$ cat src/rtl/wkcfg_pkg.sv
package wkcfg_pkg;

	// ************************************************************
	// frame layout
	// ************************************************************
	localparam logic [5:0] FRAME_BITS = 6'h20;
	localparam int ADDR_MSB = 31;
	localparam int ADDR_LSB = 25;
	localparam int RW_BIT = 24;
	localparam int FAULT_BIT = 23;
	localparam int IRQ_BIT = 22;
	localparam int DATA_MSB = 21;
	localparam int CMD_LSB = 24;
	localparam logic RW_WRITE = 1'h1;

	// ************************************************************
	// register map and reset values
	// ************************************************************
	localparam logic [6:0] ADDR_WAKE_PROG = 7'h10;
	localparam logic [6:0] ADDR_WAKE_GND = 7'h11;
	localparam logic [6:0] ADDR_COMP_PROG = 7'h12;
	localparam int PROG_CH = 8;
	localparam int GND_CH = 14;
	localparam int ALL_CH = 22;
	localparam logic [7:0] WAKE_PROG_RST = 8'hFF;
	localparam logic [13:0] WAKE_GND_RST = 14'h3FFF;
	localparam logic [7:0] COMP_PROG_RST = 8'h00;

	// ************************************************************
	// timing
	// ************************************************************
	localparam int CLK_HZ = 20000000;
	localparam int POLL_PERIOD_MS = 64;
	localparam int POLL_PERIOD_CYC = POLL_PERIOD_MS * (CLK_HZ / 1000);
	localparam int POLL_ACTIVE_US = 64;
	localparam int POLL_ACTIVE_CYC = (POLL_ACTIVE_US * (CLK_HZ / 1000) + 999) / 1000;
	localparam int TIMER_W = 21;

	// ************************************************************
	// low-power sequencer states
	// ************************************************************
	typedef enum logic [1:0]
	{
		ST_RUN = 2'b00,
		ST_WAIT = 2'b01,
		ST_POLL = 2'b10
	} wkcfg_state_e;

	// register address compare, used by both write and read paths
	function automatic logic hitAddr(input logic [6:0] addr, input logic [6:0] reg_addr);
		hitAddr = (addr == reg_addr);
	endfunction

endpackage

$ cat src/rtl/wkcfg_sync.sv
`timescale 1ns/10ps
module wkcfg_sync
	import wkcfg_pkg::*;
#(
	parameter int WIDTH = 1
)
(
	input wire logic clk,
	input wire logic reset,
	input wire logic ce,
	input wire logic [WIDTH-1:0] asyncIn,
	input wire logic [WIDTH-1:0] resetVal,
	output logic [WIDTH-1:0] syncOut
);
	logic [WIDTH-1:0] meta_ff;
	logic [WIDTH-1:0] sync_ff;

	// ************************************************************
	// two-stage synchroniser
	// ************************************************************
	// first stage feeds only the second; nothing else may look at it
	always_ff @(posedge clk)
	begin
		if (reset)
		begin
			meta_ff <= '0;
			sync_ff <= '0;
		end
		else if (ce)
		begin
			meta_ff <= asyncIn;
			sync_ff <= meta_ff;
		end
	end

	assign syncOut = sync_ff ^ resetVal;
endmodule

$ cat src/rtl/wkcfg_wake_ctrl.sv
`timescale 1ns/10ps
module wkcfg_wake_ctrl
	import wkcfg_pkg::*;
#(
	parameter int POLL_CYC = POLL_PERIOD_CYC
)
(
	input wire logic clk,
	input wire logic reset,
	input wire logic ce,
	input wire logic sleepReq,
	input wire logic [ALL_CH-1:0] switchState,
	input wire logic [ALL_CH-1:0] wakeEnable,
	input wire logic [PROG_CH-1:0] compOnly,
	output logic lowPowerState_ff,
	output logic wakeEvent_ff,
	output logic pollTimerOn_ff,
	output logic [ALL_CH-1:0] currentEnable_ff
);
	wkcfg_state_e state_ff;
	logic sleepReqPrev_ff;
	logic [TIMER_W-1:0] timer_ff;
	logic [ALL_CH-1:0] refState_ff;
	logic [ALL_CH-1:0] compMask;
	logic [ALL_CH-1:0] changed;
	logic timerRun;
	logic compWake;
	logic pollWake;

	// comparator-only inputs are watched every cycle, the rest only when polled
	assign compMask = {{GND_CH{1'b0}}, compOnly};
	assign changed = (switchState ^ refState_ff) & wakeEnable;
	assign timerRun = |wakeEnable;
	assign compWake = |(changed & compMask);
	assign pollWake = |changed;

	// ************************************************************
	// low-power sequencer
	// ************************************************************
	always_ff @(posedge clk)
	begin
		if (reset)
		begin
			state_ff <= ST_RUN;
			sleepReqPrev_ff <= 1'b0;
			timer_ff <= '0;
			refState_ff <= '0;
			lowPowerState_ff <= 1'b0;
			wakeEvent_ff <= 1'b0;
			pollTimerOn_ff <= 1'b0;
			currentEnable_ff <= '0;
		end
		else if (ce)
		begin
			sleepReqPrev_ff <= sleepReq;
			wakeEvent_ff <= 1'b0;
			case (state_ff)
				ST_RUN:
				begin
					// entry on the rising edge so a held request cannot re-sleep at once
					if (sleepReq && !sleepReqPrev_ff)
					begin
						refState_ff <= switchState;
						timer_ff <= '0;
						lowPowerState_ff <= 1'b1;
						pollTimerOn_ff <= timerRun;
						state_ff <= ST_WAIT;
					end
				end
				ST_WAIT:
				begin
					pollTimerOn_ff <= timerRun;
					if (compWake)
					begin
						lowPowerState_ff <= 1'b0;
						wakeEvent_ff <= 1'b1;
						pollTimerOn_ff <= 1'b0;
						state_ff <= ST_RUN;
					end
					else if (!timerRun)
						timer_ff <= '0;
					else if (timer_ff == TIMER_W'(POLL_CYC - 1))
					begin
						timer_ff <= '0;
						currentEnable_ff <= ~compMask;
						state_ff <= ST_POLL;
					end
					else
						timer_ff <= timer_ff + 1'b1;
				end
				ST_POLL:
				begin
					// states are judged at the end of the current pulse, when inputs settled
					if (compWake || timer_ff == TIMER_W'(POLL_ACTIVE_CYC - 1))
					begin
						timer_ff <= '0;
						currentEnable_ff <= '0;
						if (pollWake)
						begin
							lowPowerState_ff <= 1'b0;
							wakeEvent_ff <= 1'b1;
							pollTimerOn_ff <= 1'b0;
							state_ff <= ST_RUN;
						end
						else
							state_ff <= ST_WAIT;
					end
					else
						timer_ff <= timer_ff + 1'b1;
				end
				default:
				begin
					state_ff <= ST_RUN;
					lowPowerState_ff <= 1'b0;
				end
			endcase
		end
	end
endmodule

$ cat src/rtl/wkcfg_regs.sv
// What this block does
// - address 0x10 (bits 31..25, bit 24 read/write) is the programmable-channel wake enable, data 7..0.
// - address 0x11 is the ground-switch wake enable, data 13..0, bits 23..14 unused.
// - a channel whose wake bit is 0 never ends the low-power state by its own change.
// - a channel whose wake bit is 1 ends the low-power state on any detected change.
// - the host may rewrite either wake register at any time and the write takes effect.
// - after reset all 8 plus 14 wake bits are 1 and unused bits are 0.
// - when every wake bit is 0 the polling timer stops.
// - comparator-only programmable channels keep watching in low power with no polling current.
// - comparator-only channels follow a driven input continuously and wake on a change when their wake bit is 1.
// - address 0x12 is the programmable comparator-only register, data 7..0, reset 0.
// - each returned word carries fault in bit 23, pending interrupt in bit 22, data in 21..0.
// - the polling timer sets the spacing of polls that briefly turn on channel currents.
`timescale 1ns/10ps
module wkcfg_regs
	import wkcfg_pkg::*;
#(
	parameter int POLL_CYC = POLL_PERIOD_CYC
)
(
	input wire logic clk,
	input wire logic reset,
	input wire logic ce,
	input wire logic serialClk,
	input wire logic chipSelN,
	input wire logic serialIn,
	output logic serialOut,
	output logic serialOutEn,
	input wire logic faultSummary,
	input wire logic pendingIrqBit,
	input wire logic sleepReq,
	input wire logic [ALL_CH-1:0] switchPin,
	output logic lowPowerState,
	output logic wakeEvent,
	output logic pollTimerOn,
	output logic [ALL_CH-1:0] currentEnable
);
	// ************************************************************
	// declarations
	// ************************************************************
	logic [2:0] pinSync;
	logic sclkS;
	logic csNS;
	logic mosiS;
	logic [ALL_CH-1:0] switchS;
	logic sclkPrev_ff;
	logic csNPrev_ff;
	logic [31:0] rxShift_ff;
	logic [5:0] bitCount_ff;
	logic [31:0] txShift_ff;
	logic serialOut_ff;
	logic serialOutEn_ff;
	logic frameDone_ff;
	logic readNow_ff;
	logic [31:0] frameWord_ff;
	logic [7:0] lastCmd_ff;
	logic [DATA_MSB:0] readBack_ff;
	logic [7:0] wakeProg_ff;
	logic [13:0] wakeGnd_ff;
	logic [7:0] compProg_ff;
	logic sclkRise;
	logic sclkFall;
	logic csFall;
	logic csRise;
	logic [6:0] frameAddr;
	logic frameWrite;
	logic [23:0] frameData;
	logic [DATA_MSB:0] nxt_readBack;
	logic [31:0] nxt_txWord;

	// ************************************************************
	// pin synchronisers
	// ************************************************************
	// chip select idles high, so its synchroniser is reset to the idle level
	wkcfg_sync #(.WIDTH(3)) u_pinSync
	(
		.clk(clk),
		.reset(reset),
		.ce(ce),
		.asyncIn({serialClk, ~chipSelN, serialIn}),
		.resetVal(3'h2),
		.syncOut(pinSync)
	);

	assign sclkS = pinSync[2];
	assign csNS = pinSync[1];
	assign mosiS = pinSync[0];

	// switch comparator outputs come from the analog side, asynchronous to clk
	wkcfg_sync #(.WIDTH(ALL_CH)) u_swSync
	(
		.clk(clk),
		.reset(reset),
		.ce(ce),
		.asyncIn(switchPin),
		.resetVal({ALL_CH{1'b0}}),
		.syncOut(switchS)
	);

	// ************************************************************
	// link edge detection
	// ************************************************************
	// the link clock is slow (8 clk per period), so sampled edges are safe
	always_ff @(posedge clk)
	begin
		if (reset)
		begin
			sclkPrev_ff <= 1'b0;
			csNPrev_ff <= 1'b1;
		end
		else if (ce)
		begin
			sclkPrev_ff <= sclkS;
			csNPrev_ff <= csNS;
		end
	end

	assign sclkRise = sclkS && !sclkPrev_ff && !csNS;
	assign sclkFall = !sclkS && sclkPrev_ff && !csNS;
	assign csFall = !csNS && csNPrev_ff;
	assign csRise = csNS && !csNPrev_ff;

	// ************************************************************
	// receive shifter
	// ************************************************************
	// data is taken on the rising link clock edge, msb first
	always_ff @(posedge clk)
	begin
		if (reset)
		begin
			rxShift_ff <= '0;
			bitCount_ff <= '0;
		end
		else if (ce)
		begin
			if (csFall)
				bitCount_ff <= '0;
			else if (sclkRise)
			begin
				rxShift_ff <= {rxShift_ff[30:0], mosiS};
				// saturate so an overlong frame is not mistaken for a good one
				if (bitCount_ff != 6'h3F)
					bitCount_ff <= bitCount_ff + 1'b1;
			end
		end
	end

	// ************************************************************
	// frame completion
	// ************************************************************
	// only a frame of exactly 32 bits is acted on; others are dropped silently
	always_ff @(posedge clk)
	begin
		if (reset)
		begin
			frameDone_ff <= 1'b0;
			readNow_ff <= 1'b0;
			frameWord_ff <= '0;
		end
		else if (ce)
		begin
			frameDone_ff <= csRise && (bitCount_ff == FRAME_BITS);
			// read-back waits one cycle so a write of the same frame has landed
			readNow_ff <= frameDone_ff;
			if (csRise)
				frameWord_ff <= rxShift_ff;
		end
	end

	assign frameAddr = frameWord_ff[ADDR_MSB:ADDR_LSB];
	assign frameWrite = (frameWord_ff[RW_BIT] == RW_WRITE);
	assign frameData = frameWord_ff[23:0];

	// ************************************************************
	// wake enable registers
	// ************************************************************
	// writes are taken in any mode, so software updates apply at once
	always_ff @(posedge clk)
	begin
		if (reset)
		begin
			wakeProg_ff <= WAKE_PROG_RST;
			wakeGnd_ff <= WAKE_GND_RST;
		end
		else if (ce && frameDone_ff && frameWrite)
		begin
			if (hitAddr(frameAddr, ADDR_WAKE_PROG))
				wakeProg_ff <= frameData[PROG_CH-1:0];
			if (hitAddr(frameAddr, ADDR_WAKE_GND))
				wakeGnd_ff <= frameData[GND_CH-1:0];
		end
	end

	// ************************************************************
	// comparator-only register
	// ************************************************************
	always_ff @(posedge clk)
	begin
		if (reset)
			compProg_ff <= COMP_PROG_RST;
		else if (ce && frameDone_ff && frameWrite && hitAddr(frameAddr, ADDR_COMP_PROG))
			compProg_ff <= frameData[PROG_CH-1:0];
	end

	// ************************************************************
	// read-back selection
	// ************************************************************
	// value after any write of the same frame; unmapped addresses read zero
	always_comb
	begin
		nxt_readBack = '0;
		if (hitAddr(frameAddr, ADDR_WAKE_PROG))
			nxt_readBack = {14'h0000, wakeProg_ff};
		else if (hitAddr(frameAddr, ADDR_WAKE_GND))
			nxt_readBack = {8'h00, wakeGnd_ff};
		else if (hitAddr(frameAddr, ADDR_COMP_PROG))
			nxt_readBack = {14'h0000, compProg_ff};
	end

	// captured one cycle after the write so it shows the new contents
	always_ff @(posedge clk)
	begin
		if (reset)
		begin
			readBack_ff <= '0;
			lastCmd_ff <= '0;
		end
		else if (ce && readNow_ff)
		begin
			readBack_ff <= nxt_readBack;
			lastCmd_ff <= frameWord_ff[31:CMD_LSB];
		end
	end

	// ************************************************************
	// transmit shifter
	// ************************************************************
	// reply belongs to the previous frame; status flags are live at frame start
	assign nxt_txWord = {lastCmd_ff, faultSummary, pendingIrqBit, readBack_ff};

	always_ff @(posedge clk)
	begin
		if (reset)
		begin
			txShift_ff <= '0;
			serialOut_ff <= 1'b0;
			serialOutEn_ff <= 1'b0;
		end
		else if (ce)
		begin
			serialOutEn_ff <= !csNS;
			if (csFall)
			begin
				txShift_ff <= {nxt_txWord[30:0], 1'b0};
				serialOut_ff <= nxt_txWord[31];
			end
			else if (sclkFall)
			begin
				// the host samples on the rising edge, so change on the falling one
				serialOut_ff <= txShift_ff[31];
				txShift_ff <= {txShift_ff[30:0], 1'b0};
			end
		end
	end

	assign serialOut = serialOut_ff;
	assign serialOutEn = serialOutEn_ff;

	// ************************************************************
	// low-power wake control
	// ************************************************************
	wkcfg_wake_ctrl #(.POLL_CYC(POLL_CYC)) u_wake
	(
		.clk(clk),
		.reset(reset),
		.ce(ce),
		.sleepReq(sleepReq),
		.switchState(switchS),
		.wakeEnable({wakeGnd_ff, wakeProg_ff}),
		.compOnly(compProg_ff),
		.lowPowerState_ff(lowPowerState),
		.wakeEvent_ff(wakeEvent),
		.pollTimerOn_ff(pollTimerOn),
		.currentEnable_ff(currentEnable)
	);
endmodule

$ cat config.mk
export PLATFORM = sky130hd
export DESIGN_NAME = wkcfg_regs
export DESIGN_NICKNAME = d
export VERILOG_FILES = /design/src/rtl/wkcfg_pkg.sv /design/src/rtl/wkcfg_sync.sv /design/src/rtl/wkcfg_wake_ctrl.sv /design/src/rtl/wkcfg_regs.sv
export SDC_FILE = /design/constraint.sdc
export NUM_CORES = 1
export LEC_CHECK = 0
export BUFFER_PORTS_ARGS = -buffer_cell sky130_fd_sc_hd__buf_4
export CAP_MARGIN = 0
export CORE_MARGIN = 1
export CORE_UTILIZATION = 50
export CTS_CLUSTER_DIAMETER = 150
export CTS_CLUSTER_SIZE = 12
export DETAILED_ROUTE_END_ITERATION = 12
export PLACE_DENSITY = 0.67
export SYNTH_ARGS = -nofsm -noshare
export SYNTH_HDL_FRONTEND = slang
export SYNTH_SLANG_ARGS = --single-unit
export TNS_END_PERCENT = 100
$ cat constraint.sdc
create_clock -name clk -period 2.95 [get_ports clk]
set_input_delay 0.1475 -clock clk [delete_from_list [all_inputs] [get_ports clk]]
set_output_delay 0.1475 -clock clk [all_outputs]
set_load 0.01 [all_outputs]
After elaboration in Yosys (flattened, before gate mapping)
Index checks and enable logic that the tools add are counted.
{"block": "totals", "ff_bits": 289, "out_inout_bits": 27, "elab_cells": 132, "in_bits": 31}
{"block": "classes", "addsub": 2, "muxes": 40, "n_eq_ne": 18, "reduce_logical": 38, "bitwise": 7}
{"cell": "$mux W21", "n": 5}
{"cell": "$mux W22", "n": 4}
{"cell": "$reduce_or A22 Y1", "n": 3}
{"cell": "$mux W32", "n": 2}
{"cell": "$pmux W21 S3", "n": 1}
{"cell": "$pmux W22 S2", "n": 1}
{"cell": "$mux W14", "n": 2}
{"cell": "$and A22 B22 Y22", "n": 1}
{"cell": "$and A22 B8 Y22", "n": 1}
{"cell": "$not A8 Y22", "n": 1}
{"cell": "$xor A22 B22 Y22", "n": 1}
{"cell": "$add A21 B1 Y21 const B", "n": 1}
{"cell": "$eq A21 B11 Y1 const B", "n": 1}
{"cell": "$eq A21 B21 Y1 const B", "n": 1}
{"cell": "$eq A7 B5 Y1 const B", "n": 3}
{"cell": "$mux W6", "n": 3}
{"cell": "$reduce_and A5 Y1", "n": 3}
{"cell": "$logic_and A1 B1 Y1", "n": 12}
{"cell": "$mux W1", "n": 12}
{"cell": "$ne A2 B1 Y1 const B", "n": 6}
{"cell": "$mux W2", "n": 5}
{"cell": "$reduce_and A3 Y1", "n": 3}
{"cell": "$mux W8", "n": 1}
{"cell": "$reduce_and A2 Y1", "n": 4}
{"cell": "other kinds (18)", "n": 28}

Longest topological paths before layout
{"block": "logic_depth", "ltp_word": 7, "ltp_mapped": 11, "ltp_nobuf": 8}

Cells and area by module
Synthesis repeated with hierarchy kept, for this count alone.
{"block": "hier_totals", "cells_unflattened": 1271, "area_unflattened_um2": 10930.5}
{"module": "wkcfg_regs", "seq_area_each_um2": 2982.9, "instances": 1, "area_per_inst_um2": 5786.8, "cells_per_inst": 698}
{"module": "wkcfg_wake_ctrl", "seq_area_each_um2": 1161.1, "instances": 1, "area_per_inst_um2": 3113.0, "cells_per_inst": 387}
{"module": "wkcfg_sync at u_swSync", "seq_area_each_um2": 880.8, "instances": 1, "area_per_inst_um2": 1790.5, "cells_per_inst": 164}
{"module": "wkcfg_sync at u_pinSync", "seq_area_each_um2": 120.1, "instances": 1, "area_per_inst_um2": 240.2, "cells_per_inst": 22}

Worst setup path before layout
No wires, ideal clock.
{"block": "synth_timing", "path_type": "register to register", "start": "register u_wake.timer_ff[0]", "end": "register u_wake.currentEnable_ff[20]", "t_arrival_ns": 2.485, "t_required_ns": 2.892, "slack_ns": 0.407, "path_stages_with_launch": 9, "n_path_buf": 1, "path_cell_list": "dfxtp_1 -> ha_1 -> and3_1 -> nand4_4 -> or4_1 -> o41a_1 -> or4_1 -> buf_2 -> a21bo_1"}
{"block": "synth_between", "elab_chain_cells": 4, "word_cells_on_any_way": 6, "classes_between": "eq/ne: 4; reduce/logical: 2"}
{"element": "from (decl)", "line": "wkcfg_wake_ctrl.sv:22", "source": "logic [TIMER_W-1:0] timer_ff;"}
{"element": "from (signal assigned)", "line": "wkcfg_wake_ctrl.sv:89", "source": "timer_ff <= timer_ff + 1'b1;"}
{"element": "from (signal assigned)", "line": "wkcfg_wake_ctrl.sv:109", "source": "timer_ff <= timer_ff + 1'b1;"}
{"element": "$eq A21 B11 Y1", "line": "wkcfg_wake_ctrl.sv:94", "source": "if (compWake || timer_ff == TIMER_W'(POLL_ACTIVE_CYC - 1))"}
{"element": "$logic_or A1 B1 Y1", "line": "wkcfg_wake_ctrl.sv:94"}
{"element": "$ne A2 B1 Y1 (no line)"}
{"element": "$reduce_and A6 Y1 (no line) *"}
{"element": "to (signal assigned)", "line": "wkcfg_wake_ctrl.sv:85", "source": "currentEnable_ff <= ~compMask;"}
{"element": "to (decl)", "line": "wkcfg_wake_ctrl.sv:18", "source": "output logic [ALL_CH-1:0] currentEnable_ff"}
Every way passes the cells marked *; elsewhere a longest branch is shown, timed or not.
A chain may end at the register's enable or synchronous reset.

Worst setup path after layout
Ends and elaborated chain as after synthesis.

==> impl_metrics.ini <==
[timing]
fin_worst_skew_ns = 0.0181
finalHoldViolCount = 0
relSlewSlack_pct = 27.0
finalCriticalPeriod_ns = 2.71
fmax_mhz = 369
worst_slack_ns = 0.238
holdWs_ns = 0.0188
setup_tns_ns = 0
rsz0062_at_grt = no
max_slew.worst_pin.slew_ns = 1.09
drv_slew = 0
finalCritPeriodShare_pct = 91.9
setup_viol = 0

[route]
routed-via-count = 8511
wl_per_cell_um = 15.2
routed_wl_um = 23400
firstDrtPassIters = 5
drc_errors = 0
first_iter_violations = 414
final_antenna_net_count = 0
viasPerCell = 5.53

[clock_tree]
clkTransAtPathRegs_ns = 0.06
cts_sinks = 257
h-tree-depth = 1
cts_root_buf = clkbuf_16
clock_latency_ns = 0.53
numCtsBuffers = 25
cts_tree = yes
cts_buffer_depth = 3

[hold_path]
hold_class = primary input to flip-flop

[grt]
grt_use_total_pct = 21.1
grt_pass1_vias = 7752
antenna_found_initial = 0
grt_max_degree = 116
grt_pass1_wl_um = 38300
overflow = 0

[place]
dpl-instance-area_um2 = 11100
gp_congestion = 0.848
hpwl_um = 15000
place_ws_ns = 0.163
portBuffers = 57

[logic_synthesis]
ys_types = 46
synth_area_leaders = dfxtp_1, nand2_1, mux2i_1, a21oi_1, nor2_1
synth_top_area_share_pct = 48.7
syn_avg_cell_area_um2 = 8.56
yosysSeqAreaShare_pct = 48.7
syn_area_um2 = 10600
ys_ff_latch = 257
synth_area_leader_cell = dfxtp_1
postSynthNetCount = 1271
synth_enable_flop_cells = 0
ys_warn_count = 0
synthArstFlopShare_pct = 0
synth_cells = 1233
synth_flop_cell = dfxtp_1

[floorplan]
io_pins = 58
die_w_um = 147
initial_core_util_pct = 51.5
fp.dieH_um = 147
row_count = 52
core_um2 = 20500
die-area_um2 = 21700

[worst_setup_path]
criticalPathCategory = flip-flop to flip-flop
startpoint_type = flip-flop
critPathSlowestCell = or4_1
path_cells = ha_1, and3_1, nand4_4, or4_1, o41a_1, a211oi_1, nor2_1, a21bo_1
arrival_ns = 3.12
cp.required_ns = 3.36
critical_path.endpoint_type = flip-flop
crit_fanout = 9
max_stage_delay_ns = 0.57

[power]
p_leak_uw = 0.00443
power_density_nw_per_um2 = 564
peakVddDrop_mv = 0.530

[layout]
drive_gt1_share_pct = 9.13
area_delta_synth_final_pct = 14.1
final_area_um2 = 12000
antennaDiodeCount = 0
fin_nets = 1308
postLayoutCoreUtil_pct = 58.8

[flow_run]
drv_cap = 0

[status]
status = completed
-- cells by family (layout without fill, tap and decap cells) --
kind of cell / after synthesis / count (layout) / synth area share, %
mux: 71 / 71 / 6.73
fa+ha+maj: 7 / 7 / 0.830
xor+xnor: 40 / 40 / 3.32
flops: 257 / 257 / 48.7
buf+inv: 104 / 141 / 4.22
compound gates: 216 / 216 / 13.3
simple gates: 538 / 538 / 22.9
-- flip-flops by register name, indices dropped and copies added, names as in the netlist, 2 cells and up --
register and flops:
readBack_ff 14, u_pinSync.sync_ff 3, compProg_ff 8, frameWord_ff 22, wakeProg_ff 8, rxShift_ff 32
txShift_ff 31, wakeGnd_ff 14, bitCount_ff 6, u_swSync.meta_ff 22, u_wake.refState_ff 22, lastCmd_ff 8
u_wake.currentEnable_ff 9, u_pinSync.meta_ff 3, u_wake.timer_ff 21, u_wake.state_ff 2, u_swSync.sync_ff 22
-- final timing paths --
| path | endpoint | depth (start not counted) | start | slack, ns |
|---|---|---|---|---|
| max | u_wake.currentEnable_ff[20]$_SDFFE_PP0P_ | 8 | u_wake.timer_ff[0]$_SDFFE_PP0P_ | 0.24 |
| min | u_pinSync.meta_ff[1]$_SDFFE_PP0P_ | 2 | ce | 0.02 |
| max reg2reg | u_wake.currentEnable_ff[20]$_SDFFE_PP0P_ | 8 | u_wake.timer_ff[0]$_SDFFE_PP0P_ | 0.24 |
| min reg2reg | rxShift_ff[21]$_SDFFE_PP0P_ | 2 | rxShift_ff[20]$_SDFFE_PP0P_ | 0.45 |
-- where the power goes --
group | switching (uW) | leakage [uW] | internal [uW]
sequential | 49.7 | 0.00208 | 3540
clock | 1230 | 0.000317 | 1500
combinational | 276 | 0.00204 | 202
-- critical path, delay by kind of cell, from the launching register on --
family | cells | cell delay, ns
DFF | 1 | 0.37
and+or+nand+nor | 4 | 1.16
AOI/OAI and AO/OA | 3 | 0.87
adders and majority gates | 1 | 0.21
-- synth_stat cells (17+ instances only) --
cell type	count
a22oi_1	25
nor4_1	19
nand3_1	43
nand4_1	18
mux2i_1	71
nor3_1	31
nor2b_1	26
and3_1	17
nor2_1	125
nand2_1	235
dfxtp_1	257
a21oi_1	108
a211o_1	22
clkbuf_1	72
xor2_1	26
a311oi_1	23
-- layout by cell type, fill, tap and decap left out, types with 22 or more instances in the layout --
cell / n
a211o_1: 22
a21oi_1: 108
a22oi_1: 25
a311oi_1: 23
buf_4: 76
clkbuf_16: 25
dfxtp_1: 257
dlygate4sd3_1: 28
mux2i_1: 71
nand2_1: 235
nand3_1: 43
nor2_1: 125
nor2b_1: 26
nor3_1: 28
xor2_1: 26
-- area by class of cell --
cell class                      instances  area (um^2)
Clock buffer                           25          626
Multi-Input combinational cell        872         4990
Fill cell                            1902         8450
Timing Repair Buffer                  107          902
Inverter                                7         26.3
Sequential cell                       257         5140
Tap cell                              270          338
Clock inverter                          2         17.5
-- what timing repair did --
item / CTS / global route
endpoints found under the setup margin: 0 / 1
setup buffers: 0 / 0
gates resized for setup: 0 / 1
hold buffers: 28 / 0
hold endpoints to repair: 28 / 0
-- metrics by stage --
stage / power [uW] / instances
2_1_floorplan: 3960 / 1233
3_5_place_dp: 4110 / 1485
4_1_cts: 6880 / 1540
3_3_place_gp: 4100 / 1485
6_report: 6790 / 1540
5_1_grt: 7030 / 1540
-- layer usage --
layer | part of all wire [%] | track usage (%) | vias up
li1 | - | - | 4326
met1 | 47 | 29.0 | 3976
met2 | 46 | 34.6 | 172
met3 | 4.3 | 3.35 | 37
met4 | 1.9 | 5.52 | 0
met5 | 0 | 0 | -
Power figures use the tool's default switching activity.
